**src/usbht_params.svh**
```systemverilog
// Register offsets, field positions, reset values and timing counts
`ifndef USBHT_PARAMS_SVH
`define USBHT_PARAMS_SVH

// ==========================================================================
// Register offsets
`define USBHT_OFF_FRAME_OPT     8'h40
`define USBHT_OFF_EOP_TRAP      8'h41
`define USBHT_OFF_TX_HOLD       8'h42
`define USBHT_OFF_UNDERRUN      8'h43
`define USBHT_OFF_CRC_FRAME_END_GUARD_POINT    8'h48
`define USBHT_OFF_CLK_PME       8'h49
`define USBHT_OFF_TIMEOUT       8'h4a
`define USBHT_OFF_CLK_GATE      8'h4b
`define USBHT_OFF_SPARE         8'h4c
`define USBHT_OFF_RELEASE       8'h60
`define USBHT_OFF_PM_CAP        8'h80
`define USBHT_OFF_PM_STATE      8'h84

// ==========================================================================
// Reset values
`define USBHT_RST_FRAME_OPT     8'h40
`define USBHT_RST_EOP_TRAP      8'h12
`define USBHT_RST_TX_HOLD       8'h03
`define USBHT_RST_UNDERRUN      8'h00
`define USBHT_RST_CRC_FRAME_END_GUARD_POINT    8'h80
`define USBHT_RST_CLK_PME       8'h0b
`define USBHT_RST_TIMEOUT       8'ha0
`define USBHT_RST_CLK_GATE      8'h8b
`define USBHT_RST_SPARE         8'h00
`define USBHT_RELEASE_NUM       8'h10
`define USBHT_PM_CAP_D3C        32'hffc20001
`define USBHT_PM_CAP_NO_D3C     32'h7e0a0001
`define USBHT_RST_PM_STATE      2'h0

// ==========================================================================
// Writable masks (read-only bits stay fixed)
`define USBHT_WMASK_EOP_TRAP    8'hfe

// ==========================================================================
// Field positions
`define USBHT_B_BABBLE          6
`define USBHT_B_FRAME_SEL       4
`define USBHT_B_LEN_OPT         3
`define USBHT_B_LAT_OPT         2
`define USBHT_B_DMA_OPT         1
`define USBHT_B_EOP_OPT         7
`define USBHT_B_TRAP_OPT        2
`define USBHT_B_A20_OPT         1
`define USBHT_B_HOLD            2
`define USBHT_B_CONT_UNDER      3
`define USBHT_B_CRC_NOT_STUFF   2
`define USBHT_B_BAD_CRC5        2
`define USBHT_B_GUARD_LONG      1
`define USBHT_B_ZERO_CRC        0
`define USBHT_B_LS_BYPASS       5
`define USBHT_B_DIV_RST         4
`define USBHT_B_EHCI_PME        1
`define USBHT_B_UHCI_PME        0
`define USBHT_B_TO_LSB          3
`define USBHT_B_STOP_HALT       1
`define USBHT_B_EXT_CLK         0
`define USBHT_B_PD66            6
`define USBHT_B_PD33            5
`define USBHT_B_AUTO_STOP       0

// ==========================================================================
// Sizes and timing
`define USBHT_MAX_LEN_LONG      11'd1280
`define USBHT_MAX_LEN_SHORT     11'd1023
`define USBHT_SMALL_PKT         11'd64
`define USBHT_BURST_SHORT       5'd8
`define USBHT_BURST_LONG        5'd16
`define USBHT_FRAME_US_LONG     1000
`define USBHT_FRAME_US_SHORT    100
`define USBHT_CLK_MHZ           200
`define USBHT_FS_DIV            4
`define USBHT_GUARD_NORMAL      16'd600
`define USBHT_GUARD_LONG        16'd800

`endif

```
**src/usbht_pkg.sv**
```systemverilog
// Types shared by the tuning register block
package usbht_pkg;

    typedef enum logic [1:0] {
        USBHT_D0     = 2'b00,
        USBHT_RSV1   = 2'b01,
        USBHT_RSV2   = 2'b10,
        USBHT_D3_HOT = 2'b11
    } usbht_pstate_e;

    typedef enum logic [1:0] {
        USBHT_A20_IDLE = 2'b00,
        USBHT_A20_C1   = 2'b01,
        USBHT_A20_C2   = 2'b10,
        USBHT_A20_C3   = 2'b11
    } usbht_a20_e;

    // Configuration access request
    typedef struct packed {
        logic       rd;
        logic       wr;
        logic [7:0] addr;
        logic [3:0] be;
        logic [31:0] wdata;
    } usbht_cfg_req_s;

    // Controls steering the frame timer, transmitter, clocks and bus mastering
    typedef struct packed {
        logic        frame_short;
        logic [10:0] max_td_len;
        logic [4:0]  burst_dw;
        logic        low_latency_fifo;
        logic        accept_stuff_before_eop;
        logic        hold_until_threshold;
        logic        continue_on_underrun;
        logic        crc_err_on_underrun;
        logic        bad_crc5_after_underrun;
        logic        zero_bad_crc;
        logic        ls_use_internal_clk;
        logic        use_ext_60mhz;
        logic        stop_master_on_halt;
        logic        clock_auto_stop;
        logic        fast_bus_clock_dynamic_powerdown_enable;
        logic        slow_bus_clock_dynamic_powerdown_enable;
    } usbht_ctrl_s;

endpackage

```
**src/usbht_regs.sv**
```systemverilog
// Tuning registers of a full/low-speed host controller with their live effects
`timescale 1ns/1ps
`include "usbht_params.svh"

module usbht_regs
    import usbht_pkg::*;
#(
    parameter int FRAME_US_LONG  = `USBHT_FRAME_US_LONG,
    parameter int FRAME_US_SHORT = `USBHT_FRAME_US_SHORT
) (
    input  wire logic           sys_clk,
    input  wire logic           arst_n,
    input  wire usbht_cfg_req_s cfg_req,
    output logic [31:0]         cfg_rdata,
    output logic                cfg_rvalid,
    output usbht_ctrl_s         ctrl,
    input  wire logic           eof_activity,
    input  wire logic [3:0]     port_enabled,
    input  wire logic [1:0]     babble_port,
    output logic [3:0]          port_disable,
    input  wire logic           stuff_err_near_eop,
    output logic                packet_accept_stuff,
    input  wire logic [3:0]     kbd_access,
    input  wire logic [3:0]     kbd_trap_enable,
    output logic [3:0]          kbd_trap_set,
    input  wire logic           a20_cmd_valid,
    input  wire logic [7:0]     a20_cmd_port,
    input  wire logic [7:0]     a20_cmd_data,
    output logic                a20_seq_done,
    input  wire logic           fifo_at_threshold,
    input  wire logic           tx_underrun,
    output logic                tx_allow,
    output logic                tx_keep_going,
    output logic                tx_bad_crc,
    output logic [15:0]         tx_crc16_value,
    output logic                sof_bad_crc5,
    output logic                frame_tick,
    output logic                guard_block,
    input  wire logic           ls_mode,
    input  wire logic           bus_idle_tick,
    input  wire logic           bus_activity,
    output logic                bus_timeout,
    input  wire logic           ctrl_halted,
    output logic                bus_master_allow,
    output logic                div12_reset,
    output logic                fs_tick,
    output logic                clocks_stopped,
    output logic [1:0]          power_state
);

    // ======================================================================
    // Register storage
    logic [7:0]  frame_fifo_dma_options;
    logic [7:0]  eop_trap_a20_options;
    logic [7:0]  transmit_hold_control;
    logic [7:0]  underrun_data_control;
    logic [7:0]  underrun_crc_frame_end_guard_point_control;
    logic [7:0]  clock_source_pme_control;
    logic [7:0]  bus_timeout_control;
    logic [7:0]  clock_gating_control;
    logic [7:0]  spare_control;
    logic [1:0]  power_state_select;

    localparam int FRAME_CYC_LONG  = FRAME_US_LONG * `USBHT_CLK_MHZ;
    localparam int FRAME_CYC_SHORT = FRAME_US_SHORT * `USBHT_CLK_MHZ;

    logic        wr_go;
    logic        d3cold_pme_support_flag;
    logic [31:0] power_capability;
    logic [7:0]  next_clk_pme;

    assign wr_go = cfg_req.wr && cfg_req.be[0];
    assign d3cold_pme_support_flag = clock_source_pme_control[`USBHT_B_UHCI_PME];
    assign power_capability = d3cold_pme_support_flag ? `USBHT_PM_CAP_D3C
                                                      : `USBHT_PM_CAP_NO_D3C;
    assign next_clk_pme = cfg_req.wdata[7:0];

    // ======================================================================
    // Register writes (byte lane 0 carries each 8-bit register)
    always_ff @(posedge sys_clk or negedge arst_n) begin
        if (!arst_n) begin
            frame_fifo_dma_options      <= `USBHT_RST_FRAME_OPT;
            eop_trap_a20_options        <= `USBHT_RST_EOP_TRAP;
            transmit_hold_control       <= `USBHT_RST_TX_HOLD;
            underrun_data_control       <= `USBHT_RST_UNDERRUN;
            underrun_crc_frame_end_guard_point_control <= `USBHT_RST_CRC_FRAME_END_GUARD_POINT;
            clock_source_pme_control    <= `USBHT_RST_CLK_PME;
            bus_timeout_control         <= `USBHT_RST_TIMEOUT;
            clock_gating_control        <= `USBHT_RST_CLK_GATE;
            spare_control               <= `USBHT_RST_SPARE;
            power_state_select          <= `USBHT_RST_PM_STATE;
        end else if (wr_go) begin
            case (cfg_req.addr)
                `USBHT_OFF_FRAME_OPT:  frame_fifo_dma_options <= cfg_req.wdata[7:0];
                `USBHT_OFF_EOP_TRAP: begin
                    eop_trap_a20_options <= cfg_req.wdata[7:0] & `USBHT_WMASK_EOP_TRAP;
                end
                `USBHT_OFF_TX_HOLD:    transmit_hold_control <= cfg_req.wdata[7:0];
                `USBHT_OFF_UNDERRUN:   underrun_data_control <= cfg_req.wdata[7:0];
                `USBHT_OFF_CRC_FRAME_END_GUARD_POINT: underrun_crc_frame_end_guard_point_control <= cfg_req.wdata[7:0];
                `USBHT_OFF_CLK_PME:    clock_source_pme_control <= next_clk_pme;
                `USBHT_OFF_TIMEOUT:    bus_timeout_control <= cfg_req.wdata[7:0];
                `USBHT_OFF_CLK_GATE:   clock_gating_control <= cfg_req.wdata[7:0];
                `USBHT_OFF_SPARE:      spare_control <= cfg_req.wdata[7:0];
                `USBHT_OFF_PM_STATE:   power_state_select <= cfg_req.wdata[1:0];
                default: begin
                end
            endcase
        end
    end

    // ======================================================================
    // Register reads, one cycle after the request; unmapped reads return zero
    always_ff @(posedge sys_clk or negedge arst_n) begin
        if (!arst_n) begin
            cfg_rdata  <= 32'h0;
            cfg_rvalid <= 1'b0;
        end else begin
            cfg_rvalid <= cfg_req.rd;
            if (cfg_req.rd) begin
                case (cfg_req.addr)
                    `USBHT_OFF_FRAME_OPT:  cfg_rdata <= {24'h0, frame_fifo_dma_options};
                    `USBHT_OFF_EOP_TRAP:   cfg_rdata <= {24'h0, eop_trap_a20_options};
                    `USBHT_OFF_TX_HOLD:    cfg_rdata <= {24'h0, transmit_hold_control};
                    `USBHT_OFF_UNDERRUN:   cfg_rdata <= {24'h0, underrun_data_control};
                    `USBHT_OFF_CRC_FRAME_END_GUARD_POINT: cfg_rdata <= {24'h0, underrun_crc_frame_end_guard_point_control};
                    `USBHT_OFF_CLK_PME:    cfg_rdata <= {24'h0, clock_source_pme_control};
                    `USBHT_OFF_TIMEOUT:    cfg_rdata <= {24'h0, bus_timeout_control};
                    `USBHT_OFF_CLK_GATE:   cfg_rdata <= {24'h0, clock_gating_control};
                    `USBHT_OFF_SPARE:      cfg_rdata <= {24'h0, spare_control};
                    `USBHT_OFF_RELEASE:    cfg_rdata <= {24'h0, `USBHT_RELEASE_NUM};
                    `USBHT_OFF_PM_CAP:     cfg_rdata <= power_capability;
                    `USBHT_OFF_PM_STATE:   cfg_rdata <= {30'h0, power_state_select};
                    default:               cfg_rdata <= 32'h0;
                endcase
            end
        end
    end

    // ======================================================================
    // Decoded controls
    always_comb begin
        ctrl.frame_short = frame_fifo_dma_options[`USBHT_B_FRAME_SEL];
        ctrl.max_td_len  = frame_fifo_dma_options[`USBHT_B_LEN_OPT]
                         ? `USBHT_MAX_LEN_SHORT : `USBHT_MAX_LEN_LONG;
        ctrl.burst_dw    = frame_fifo_dma_options[`USBHT_B_DMA_OPT]
                         ? `USBHT_BURST_LONG : `USBHT_BURST_SHORT;
        ctrl.low_latency_fifo = !frame_fifo_dma_options[`USBHT_B_LAT_OPT];
        ctrl.accept_stuff_before_eop = !eop_trap_a20_options[`USBHT_B_EOP_OPT];
        ctrl.hold_until_threshold = !transmit_hold_control[`USBHT_B_HOLD];
        ctrl.continue_on_underrun = !underrun_data_control[`USBHT_B_CONT_UNDER];
        ctrl.crc_err_on_underrun = !underrun_data_control[`USBHT_B_CRC_NOT_STUFF];
        ctrl.bad_crc5_after_underrun = !underrun_crc_frame_end_guard_point_control[`USBHT_B_BAD_CRC5];
        ctrl.zero_bad_crc = underrun_crc_frame_end_guard_point_control[`USBHT_B_ZERO_CRC];
        ctrl.ls_use_internal_clk = clock_source_pme_control[`USBHT_B_LS_BYPASS];
        ctrl.use_ext_60mhz = bus_timeout_control[`USBHT_B_EXT_CLK];
        ctrl.stop_master_on_halt = bus_timeout_control[`USBHT_B_STOP_HALT];
        ctrl.clock_auto_stop = clock_gating_control[`USBHT_B_AUTO_STOP];
        ctrl.fast_bus_clock_dynamic_powerdown_enable = clock_gating_control[`USBHT_B_PD66];
        ctrl.slow_bus_clock_dynamic_powerdown_enable = clock_gating_control[`USBHT_B_PD33];
    end

    assign power_state = power_state_select;

    // ======================================================================
    // Babble: disable the port whose activity runs into end of frame
    genvar gp;
    generate
        for (gp = 0; gp < 4; gp++) begin : g_port
            assign port_disable[gp] = eof_activity && port_enabled[gp]
                                   && (babble_port == 2'(gp))
                                   && !frame_fifo_dma_options[`USBHT_B_BABBLE];
        end
    endgenerate

    assign packet_accept_stuff = stuff_err_near_eop && ctrl.accept_stuff_before_eop;

    // Trap status set; enables only matter when the option asks for them
    assign kbd_trap_set = kbd_access & (eop_trap_a20_options[`USBHT_B_TRAP_OPT]
                          ? kbd_trap_enable : 4'hf);

    // ======================================================================
    // Pass-through sequence: D1 to 64, data to 60, any third command, FFh to 64 (optionally skipped)
    usbht_a20_e a20_state;
    logic       a20_skip_last;

    assign a20_skip_last = eop_trap_a20_options[`USBHT_B_A20_OPT];

    always_ff @(posedge sys_clk or negedge arst_n) begin
        if (!arst_n) begin
            a20_state    <= USBHT_A20_IDLE;
            a20_seq_done <= 1'b0;
        end else begin
            a20_seq_done <= 1'b0;
            if (a20_cmd_valid) begin
                case (a20_state)
                    USBHT_A20_IDLE: begin
                        if (a20_cmd_port == 8'h64 && a20_cmd_data == 8'hd1) begin
                            a20_state <= USBHT_A20_C1;
                        end
                    end
                    USBHT_A20_C1: begin
                        if (a20_cmd_port == 8'h60) begin
                            a20_state <= USBHT_A20_C2;
                        end else begin
                            a20_state <= USBHT_A20_IDLE;
                        end
                    end
                    USBHT_A20_C2: begin
                        if (a20_skip_last) begin
                            a20_seq_done <= 1'b1;
                            a20_state    <= USBHT_A20_IDLE;
                        end else begin
                            a20_state <= USBHT_A20_C3;
                        end
                    end
                    USBHT_A20_C3: begin
                        a20_seq_done <= (a20_cmd_port == 8'h64 && a20_cmd_data == 8'hff);
                        a20_state    <= USBHT_A20_IDLE;
                    end
                    default: a20_state <= USBHT_A20_IDLE;
                endcase
            end
        end
    end

    // ======================================================================
    // Frame timer and guard point
    logic [31:0] frame_cnt;
    logic [31:0] frame_len;
    logic [15:0] guard_cyc;

    assign frame_len = ctrl.frame_short ? FRAME_CYC_SHORT[31:0] : FRAME_CYC_LONG[31:0];
    assign guard_cyc = underrun_crc_frame_end_guard_point_control[`USBHT_B_GUARD_LONG]
                     ? `USBHT_GUARD_LONG : `USBHT_GUARD_NORMAL;

    always_ff @(posedge sys_clk or negedge arst_n) begin
        if (!arst_n) begin
            frame_cnt  <= 32'h0;
            frame_tick <= 1'b0;
        end else begin
            frame_tick <= (frame_cnt >= frame_len - 32'h1);
            frame_cnt  <= (frame_cnt >= frame_len - 32'h1) ? 32'h0 : frame_cnt + 32'h1;
        end
    end

    // Guard keeps a 64-byte transaction from overrunning the frame end
    assign guard_block = (frame_cnt + {16'h0, guard_cyc}) >= frame_len;

    // ======================================================================
    // Transmit gating and underrun handling
    logic underrun_seen;

    assign tx_allow = (!ctrl.hold_until_threshold || fifo_at_threshold) && !guard_block;
    assign tx_keep_going = tx_underrun && ctrl.continue_on_underrun;
    assign tx_bad_crc = tx_underrun && ctrl.crc_err_on_underrun;
    assign tx_crc16_value = ctrl.zero_bad_crc ? 16'h0000 : 16'hdead;

    always_ff @(posedge sys_clk or negedge arst_n) begin
        if (!arst_n) begin
            underrun_seen <= 1'b0;
        end else if (tx_underrun) begin
            underrun_seen <= 1'b1;
        end else if (frame_tick) begin
            underrun_seen <= 1'b0;
        end
    end

    // Set wins: an underrun in the tick cycle is held for the next frame
    assign sof_bad_crc5 = frame_tick && underrun_seen && ctrl.bad_crc5_after_underrun;

    // ======================================================================
    // Divide-by-4 tick divider (50 MHz from the 200 MHz clock) and its reset on a 0 to 1 write
    logic       div_rst_q;
    logic [1:0] div_cnt;

    assign div12_reset = clock_source_pme_control[`USBHT_B_DIV_RST] && !div_rst_q;

    always_ff @(posedge sys_clk or negedge arst_n) begin
        if (!arst_n) begin
            div_rst_q <= 1'b0;
            div_cnt   <= 2'h0;
            fs_tick   <= 1'b0;
        end else begin
            div_rst_q <= clock_source_pme_control[`USBHT_B_DIV_RST];
            if (div12_reset) begin
                div_cnt <= 2'h0;
                fs_tick <= 1'b0;
            end else begin
                div_cnt <= div_cnt + 2'h1;
                fs_tick <= (div_cnt == 2'(`USBHT_FS_DIV - 1));
            end
        end
    end

    // ======================================================================
    // Bus timeout counted in the bit-time ticks of the current speed
    logic [4:0] to_cnt;
    logic [4:0] to_limit;

    assign to_limit = bus_timeout_control[7:`USBHT_B_TO_LSB];

    always_ff @(posedge sys_clk or negedge arst_n) begin
        if (!arst_n) begin
            to_cnt      <= 5'h0;
            bus_timeout <= 1'b0;
        end else if (bus_activity) begin
            to_cnt      <= 5'h0;
            bus_timeout <= 1'b0;
        end else if (bus_idle_tick && !bus_timeout) begin
            // bus_idle_tick is the 12 MHz or 1.5 MHz tick, chosen by ls_mode outside
            if (to_cnt + 5'h1 >= to_limit) begin
                bus_timeout <= 1'b1;
            end
            to_cnt <= to_cnt + 5'h1;
        end
    end

    // ======================================================================
    // Bus mastering and clock stop
    assign bus_master_allow = !(ctrl.stop_master_on_halt && ctrl_halted);
    assign clocks_stopped = ctrl.clock_auto_stop && !bus_activity && !ls_mode
                          ? 1'b1 : ctrl.clock_auto_stop && !bus_activity;

endmodule

```
**config.mk**
```make
export PLATFORM = sky130hd
export DESIGN_NAME = usbht_regs
export DESIGN_NICKNAME = d
export VERILOG_FILES = /design/src/usbht_pkg.sv /design/src/usbht_regs.sv
export VERILOG_INCLUDE_DIRS = /design/src
export SDC_FILE = /design/constraint.sdc
export NUM_CORES = 1
export LEC_CHECK = 0
export BUFFER_PORTS_ARGS = -buffer_cell sky130_fd_sc_hd__buf_2
export CORE_AREA = 2 2 141 143
export CTS_BUF_LIST = sky130_fd_sc_hd__clkbuf_8
export DETAILED_ROUTE_END_ITERATION = 16
export DIE_AREA = 0 0 143 145
export GPL_TIMING_DRIVEN = 0
export SLEW_MARGIN = 20
export SYNTH_ARGS = -nofsm -noshare
export SYNTH_HDL_FRONTEND = slang
export SYNTH_SLANG_ARGS = --single-unit
```
**constraint.sdc**
```tcl
create_clock -name sys_clk -period 3.75 [get_ports sys_clk]
set_input_delay 0.375 -clock sys_clk [delete_from_list [all_inputs] [get_ports sys_clk]]
set_output_delay 0.375 -clock sys_clk [all_outputs]
set_load 0.02 [all_outputs]
```
# After elaboration in Yosys (flattened, before gate mapping)
# Cells that the tools add are included.
# Widths: inputs -> output; s select.
[word_totals]
elab_cells = 138
output_inout_bits = 102
in_bits = 87
ff_bits = 153
[op_classes]
reduce_logical = 57
eq_ne = 24
addsub = 5
order_cmp = 3
bitwise = 1
muxes = 26
[ops]
columns = ["cell", "n"]
rows = [
  ["$pmux 32 s12", 1],
  ["$eq 8x7->1 const B", 12],
  ["$mux 32", 2],
  ["$add 32x1->32 const B", 1],
  ["$add 32x10->32", 1],
  ["$eq 8x8->1 const B", 4],
  ["$ge 32x18->1", 1],
  ["$ge 32x32->1", 1],
  ["$logic_and 1x1->1", 26],
  ["$reduce_and 2->1", 12],
  ["$sub 18x1->19 const B", 1],
  ["$mux 18", 1],
  ["$mux 16", 1],
  ["$mux 5", 3],
  ["$logic_not 1->1", 13],
  ["$mux 11", 1],
  ["$eq 2x2->1 const B", 5],
  ["$mux 1", 9],
  ["$mux 9", 1],
  ["$mux 2", 4],
  ["$pmux 2 s4", 1],
  ["$reduce_bool 2->1", 3],
  ["$add 5x1->5 const B", 1],
  ["$ge 5x5->1", 1],
  ["other kinds (8)", 10],
]

# Depth between registers and ports, before layout
[depth]
depth_word = 5
ltp_mapped = 14
ltp_nobuf = 14

# Worst setup path after synthesis
# Ideal clock, no wire load.
[synth_timing]
path_kind = "register to output"
start = "reg underrun_crc_frame_end_guard_point_control[1]"
end = "out tx_allow"
t_arrival_ps = 3279
required_time_ps = 3375
path_slack_ps = 96
n_path_buf = 0
stages_incl_launch_ff = 15
path_cell_list = "dfrtp_1 > inv_1 > ha_1 > inv_1 > fa_1 > nand2b_1 > a21o_2 > nand2_1 > nand3_1 > xnor2_1 > ha_1 > a21o_1 > a2111oi_2 > nand4_1 > nor3_1"
[synth_via]
elab_chain_cells = 5
[synth_rtl]
columns = ["element", "line_no", "text"]
rows = [
  ["from (decl)", "usbht_regs.sv:57", "logic [7:0] underrun_crc_frame_end_guard_point_control;"],
  ["from (signal assigned)", "usbht_regs.sv:86", "underrun_crc_frame_end_guard_point_control <= `USBHT_RST_CRC_FRAME_END_GUARD_POINT;"],
  ["from (signal assigned)", "usbht_regs.sv:100", "`USBHT_OFF_CRC_FRAME_END_GUARD_POINT: underrun_crc_frame_end_guard_point_control <= cfg_req.wdata[7:0];"],
  ["$mux 9 (no line)", "--", ""],
  ["$add 32x10->32", "usbht_regs.sv:248", "assign guard_block = (frame_cnt + {16'h0, guard_cyc}) >= frame_len;"],
  ["$ge 32x18->1", "usbht_regs.sv:248", ""],
  ["$logic_not 1->1", "usbht_regs.sv:254", "assign tx_allow = (!ctrl.hold_until_threshold || fifo_at_threshold) && !guard_block;"],
  ["$logic_and 1x1->1", "usbht_regs.sv:254", ""],
  ["to (decl)", "usbht_regs.sv:32", "output logic tx_allow,"],
]
# No other way between the ends.

# Worst setup path in the final report
[layout_timing]
start = "reg underrun_crc_frame_end_guard_point_control[1]"
end = "out guard_block"
[layout_via]
elab_chain_cells = 3
[layout_rtl]
columns = ["element", "line_no", "text"]
rows = [
  ["$mux 9 (no line)", "--", ""],
  ["$add 32x10->32", "usbht_regs.sv:248", ""],
  ["$ge 32x18->1", "usbht_regs.sv:248", ""],
  ["to (decl)", "usbht_regs.sv:38", "output logic guard_block,"],
]
# No other way between the ends.

==> flow_summary.toml <==
[setup_path]
critPathKind = "flip-flop to primary output"
cp-startpoint = "underrun_crc_frame_end_guard_point_control[1]$_DFFE_PN0P_"
critical_path_required_ps = 3380
cp_slowest_stage_delay_ps = 450
cp_num_cells = 15
reg2reg_setup_slack_ps = 1060
timing.reg2reg.worst_path_depth = 9
crit_fanout = 2
critical_path.startpoint_type = "flip-flop"
r2r-start = "frame_fifo_dma_options[4]$_DFFE_PN0P_"
critPathArrivalTime_ps = 3480
critical_path.endpoint = "guard_block"
timing.critical_path.mode_cell = "inv_2"
timing.critical_path.cells = "inv_2, ha_4, inv_2, fa_2, nand2b_4, a21o_4, nand2_4, nand3_4, xnor2_2, ha_1, a21o_1, a2111oi_2, nand4_1, or2_1, buf_6"
cpLargestDelayFamily = "adder cells"
slowest_stage_cell_crit_path = "dfrtp_2"
worst-path-buf-inv = 3
setup.worst_path.end_class = "primary output"
crit-reg2reg-capture = "frame_cnt[11]$_DFF_PN0_"

[timing]
timing_worst_slew_pin_value_ps = 1160
hold_violations = 0
timing.max_slew.rel_slack_pct = 22.3
period_needed_ps = 3850
max_freq_mhz = 260
worst_clock_skew_ps = 6.96
setup_violations = 2
drv_slew = 0
finalCritPeriodShare_pct = 103
post-route-worst-setup-slack_ps = -101
rsz0062_at_grt = "yes"

[placement]
pre_cts_slack_ps = -214
placedInstanceArea_um2 = 8690
dp_cells = 1153
port_buffers = 137
gp_congestion = 0.812
dp_hpwl_um = 13500

[route]
top_signal_layer_used = "met4"
dr_wl_met2_um = 8590
m1WireLength_um = 8810
avgViaCountPerCell = 4.82
drt_pass1_iterations = 5
remaining_drc_errors = 0
wire_per_inst_um = 15.4
antenna_violating_nets_post_route = 0
initialDrtViolationCount = 351
met3RoutedLength_um = 760
routed_wl_um = 18400
detailroute.via_count = 5758

[yosys]
netlist_instances = 718
post-synth-top-area-fraction_pct = 39.0
synth-seq-area-share_pct = 44.2
syn_area_um2 = 7520
synth_async_sr_flop_share_pct = 100
synth-edff-count = 0
yosys_register_bits = 132
ys_top_cells_by_area = "dfrtp_1, mux2_2, buf_4, dfstp_2, ha_1"
synth_warnings = 0
syn_avg_cell_area_um2 = 10.5
netlist.top_cell.by_area = "dfrtp_1"
ys_types = 77
yosys_most_used_dff = "dfrtp_1"

[pwr]
power_leakage_uw = 0.00455
vdd_ir_drop_max_mv = 0.249
power_uw = 3170
powerDensity_nw_per_um2 = 340

[cts]
clk_pin_slew_worst_paths_ps = 80
tritoncts = "yes"
numClockSinks = 132
worst_skew_pair.late_latency_ps = 450
cts-buffers-inserted = 17
htree_levels = 4
cts_root_buffer = "clkbuf_8"
cts.path.max_buffers = 2

[cells_and_area]
finalNetCount = 1031
layout-area-overhead-vs-synth_pct = 24.0
total_area_of_multi_input_combinational_cells_um2 = 3740
nFillCells = 1844
register_area_um2 = 3320
layout.core_utilization_pct = 48.5
drive_gt1_share_pct = 38.3
num_antenna_cells = 0
finish.instance_area_um2 = 9320
layout.cells.non_filler = 1194

[die]
floorplan.io_pins = 189
die_boundary_width_um = 143
floorplan.initialDensity_pct = 39.1
die_area_um2 = 20700
dieHeight_um = 145
core.rowCount = 51
placeableCoreArea_um2 = 19200

[worst_hold_path]
holdCritStartpoint = "cfg_req[45]"
class_of_the_most_critical_hold_timing_path = "primary input to flip-flop"

[grt]
grt_pass1_vias = 5501
grt_start_max_net_pins = 72
groute.usage.overall_pct = 18.3
grt_pass1_wl_um = 29700
antenna_found_initial = 0
global_route.overflow_total = 0

[status]
violations = "negative setup slack"
status = "finished, violations left"

[job]
max_cap_viol = 0
[logic make-up after synthesis]
| logic type | count (synthesis) | synth area share (%) |
|---|---|---|
| AO/OA/AOI/OAI | 116 | 11.2 |
| adder cells (fa/ha/maj) | 28 | 4.76 |
| buffers and inverters | 116 | 8.87 |
| other | 2 | 0.0999 |
| flip-flops | 132 | 44.2 |
| multiplexers | 80 | 12.1 |
| AND/OR/NAND/NOR | 211 | 14.9 |
| XOR/XNOR | 33 | 3.85 |
[synth_stat cells, types with 12 or more instances]
cell / number
o21ai_0: 24
xor2_1: 19
nand2_1: 51
a21oi_1: 16
dfrtp_1: 117
inv_1: 39
dfstp_2: 15
nor2_1: 46
buf_4: 59
ha_1: 27
xnor2_1: 14
mux2_2: 68
nand3_1: 19
and3_1: 14
nand2b_1: 12
[layout make-up]
cell class,count,area share [%]
buffer,77,5.59
clock buffer,20,2.95
clock inverter,12,1.92
inverter,39,1.57
multi-input combinational,502,40.2
sequential,132,35.7
tap,265,3.56
timing repair buffer,147,8.58
[flip-flops by register name, indices dropped and copies added, names as in the netlist]
signal                                      flops
spare_control                                   8
div_cnt                                         2
frame_tick                                      1
fs_tick                                         1
bus_timeout_control                             8
frame_fifo_dma_options                          8
underrun_seen                                   1
div_rst_q                                       1
underrun_data_control                           8
bus_timeout                                     1
a20_state                                       2
clock_source_pme_control                        8
cfg_rdata                                      11
to_cnt                                          5
a20_seq_done                                    1
clock_gating_control                            8
eop_trap_a20_options                            7
power_state                                     2
transmit_hold_control                           8
frame_cnt                                      32
underrun_crc_frame_end_guard_point_control      8
cfg_rvalid                                      1
[how the worst min path moves through the flow]
stage,slack [ps],depth (start not counted),to
3_3_place_gp,430,1,div_cnt[0]$_DFF_PN0_
5_1_grt,90,1,cfg_rvalid$_DFF_PN0_
2_1_floorplan,80,0,a20_seq_done$_DFF_PN0_
6_report,120,1,cfg_rvalid$_DFF_PN0_
4_1_cts,90,1,cfg_rvalid$_DFF_PN0_
3_5_place_dp,390,1,frame_cnt[7]$_DFF_PN0_
[cell usage in the layout (no fill, tap or decap), drive strengths merged, types with 8 or more instances in the layout]
cell type,count
nand2,51
a21oi,17
nand3,20
nand2b,12
mux2i,10
clkbuf,29
inv,40
mux2,68
and3,14
buf,214
xnor2,14
dfstp,15
conb,34
nor2b,10
xor2,19
a21o,9
o22ai,10
nor3,12
ha,27
nor2,47
o21ai,28
dfrtp,117
and2,8
nand4,10
[per-stage QoR]
step                      hold WS [ps]  TNS, ps
after floorplan                   79.4        0
final                              120     -155
after CTS                         87.7     -238
after detailed placement           387     -413
after global routing              92.9     -525
after global placement             427     -395
[report_power, final]
group,leakage [uW],internal (uW),switching [uW]
combinational,0.00262,129,182
clock,0.000226,778,570
sequential,0.00171,1470,33.8
[timing repair]
| action | CTS | global route |
|---|---|---|
| endpoints found under the hold margin | 65 | 0 |
| pin swaps | 10 | 1 |
| resized for setup | 17 | 6 |
| buffers inserted | 8 | 0 |
| setup endpoints to repair | 2 | 2 |
| hold buffers | 1 | 0 |
[per-layer routing]
layer	GRT usage, %	vias up
met5	0	-
met4	3.96	0
met3	4.19	15
met2	28.8	143
met1	25.8	2737
li1	-	2863
Power figures use the tool's default switching activity.
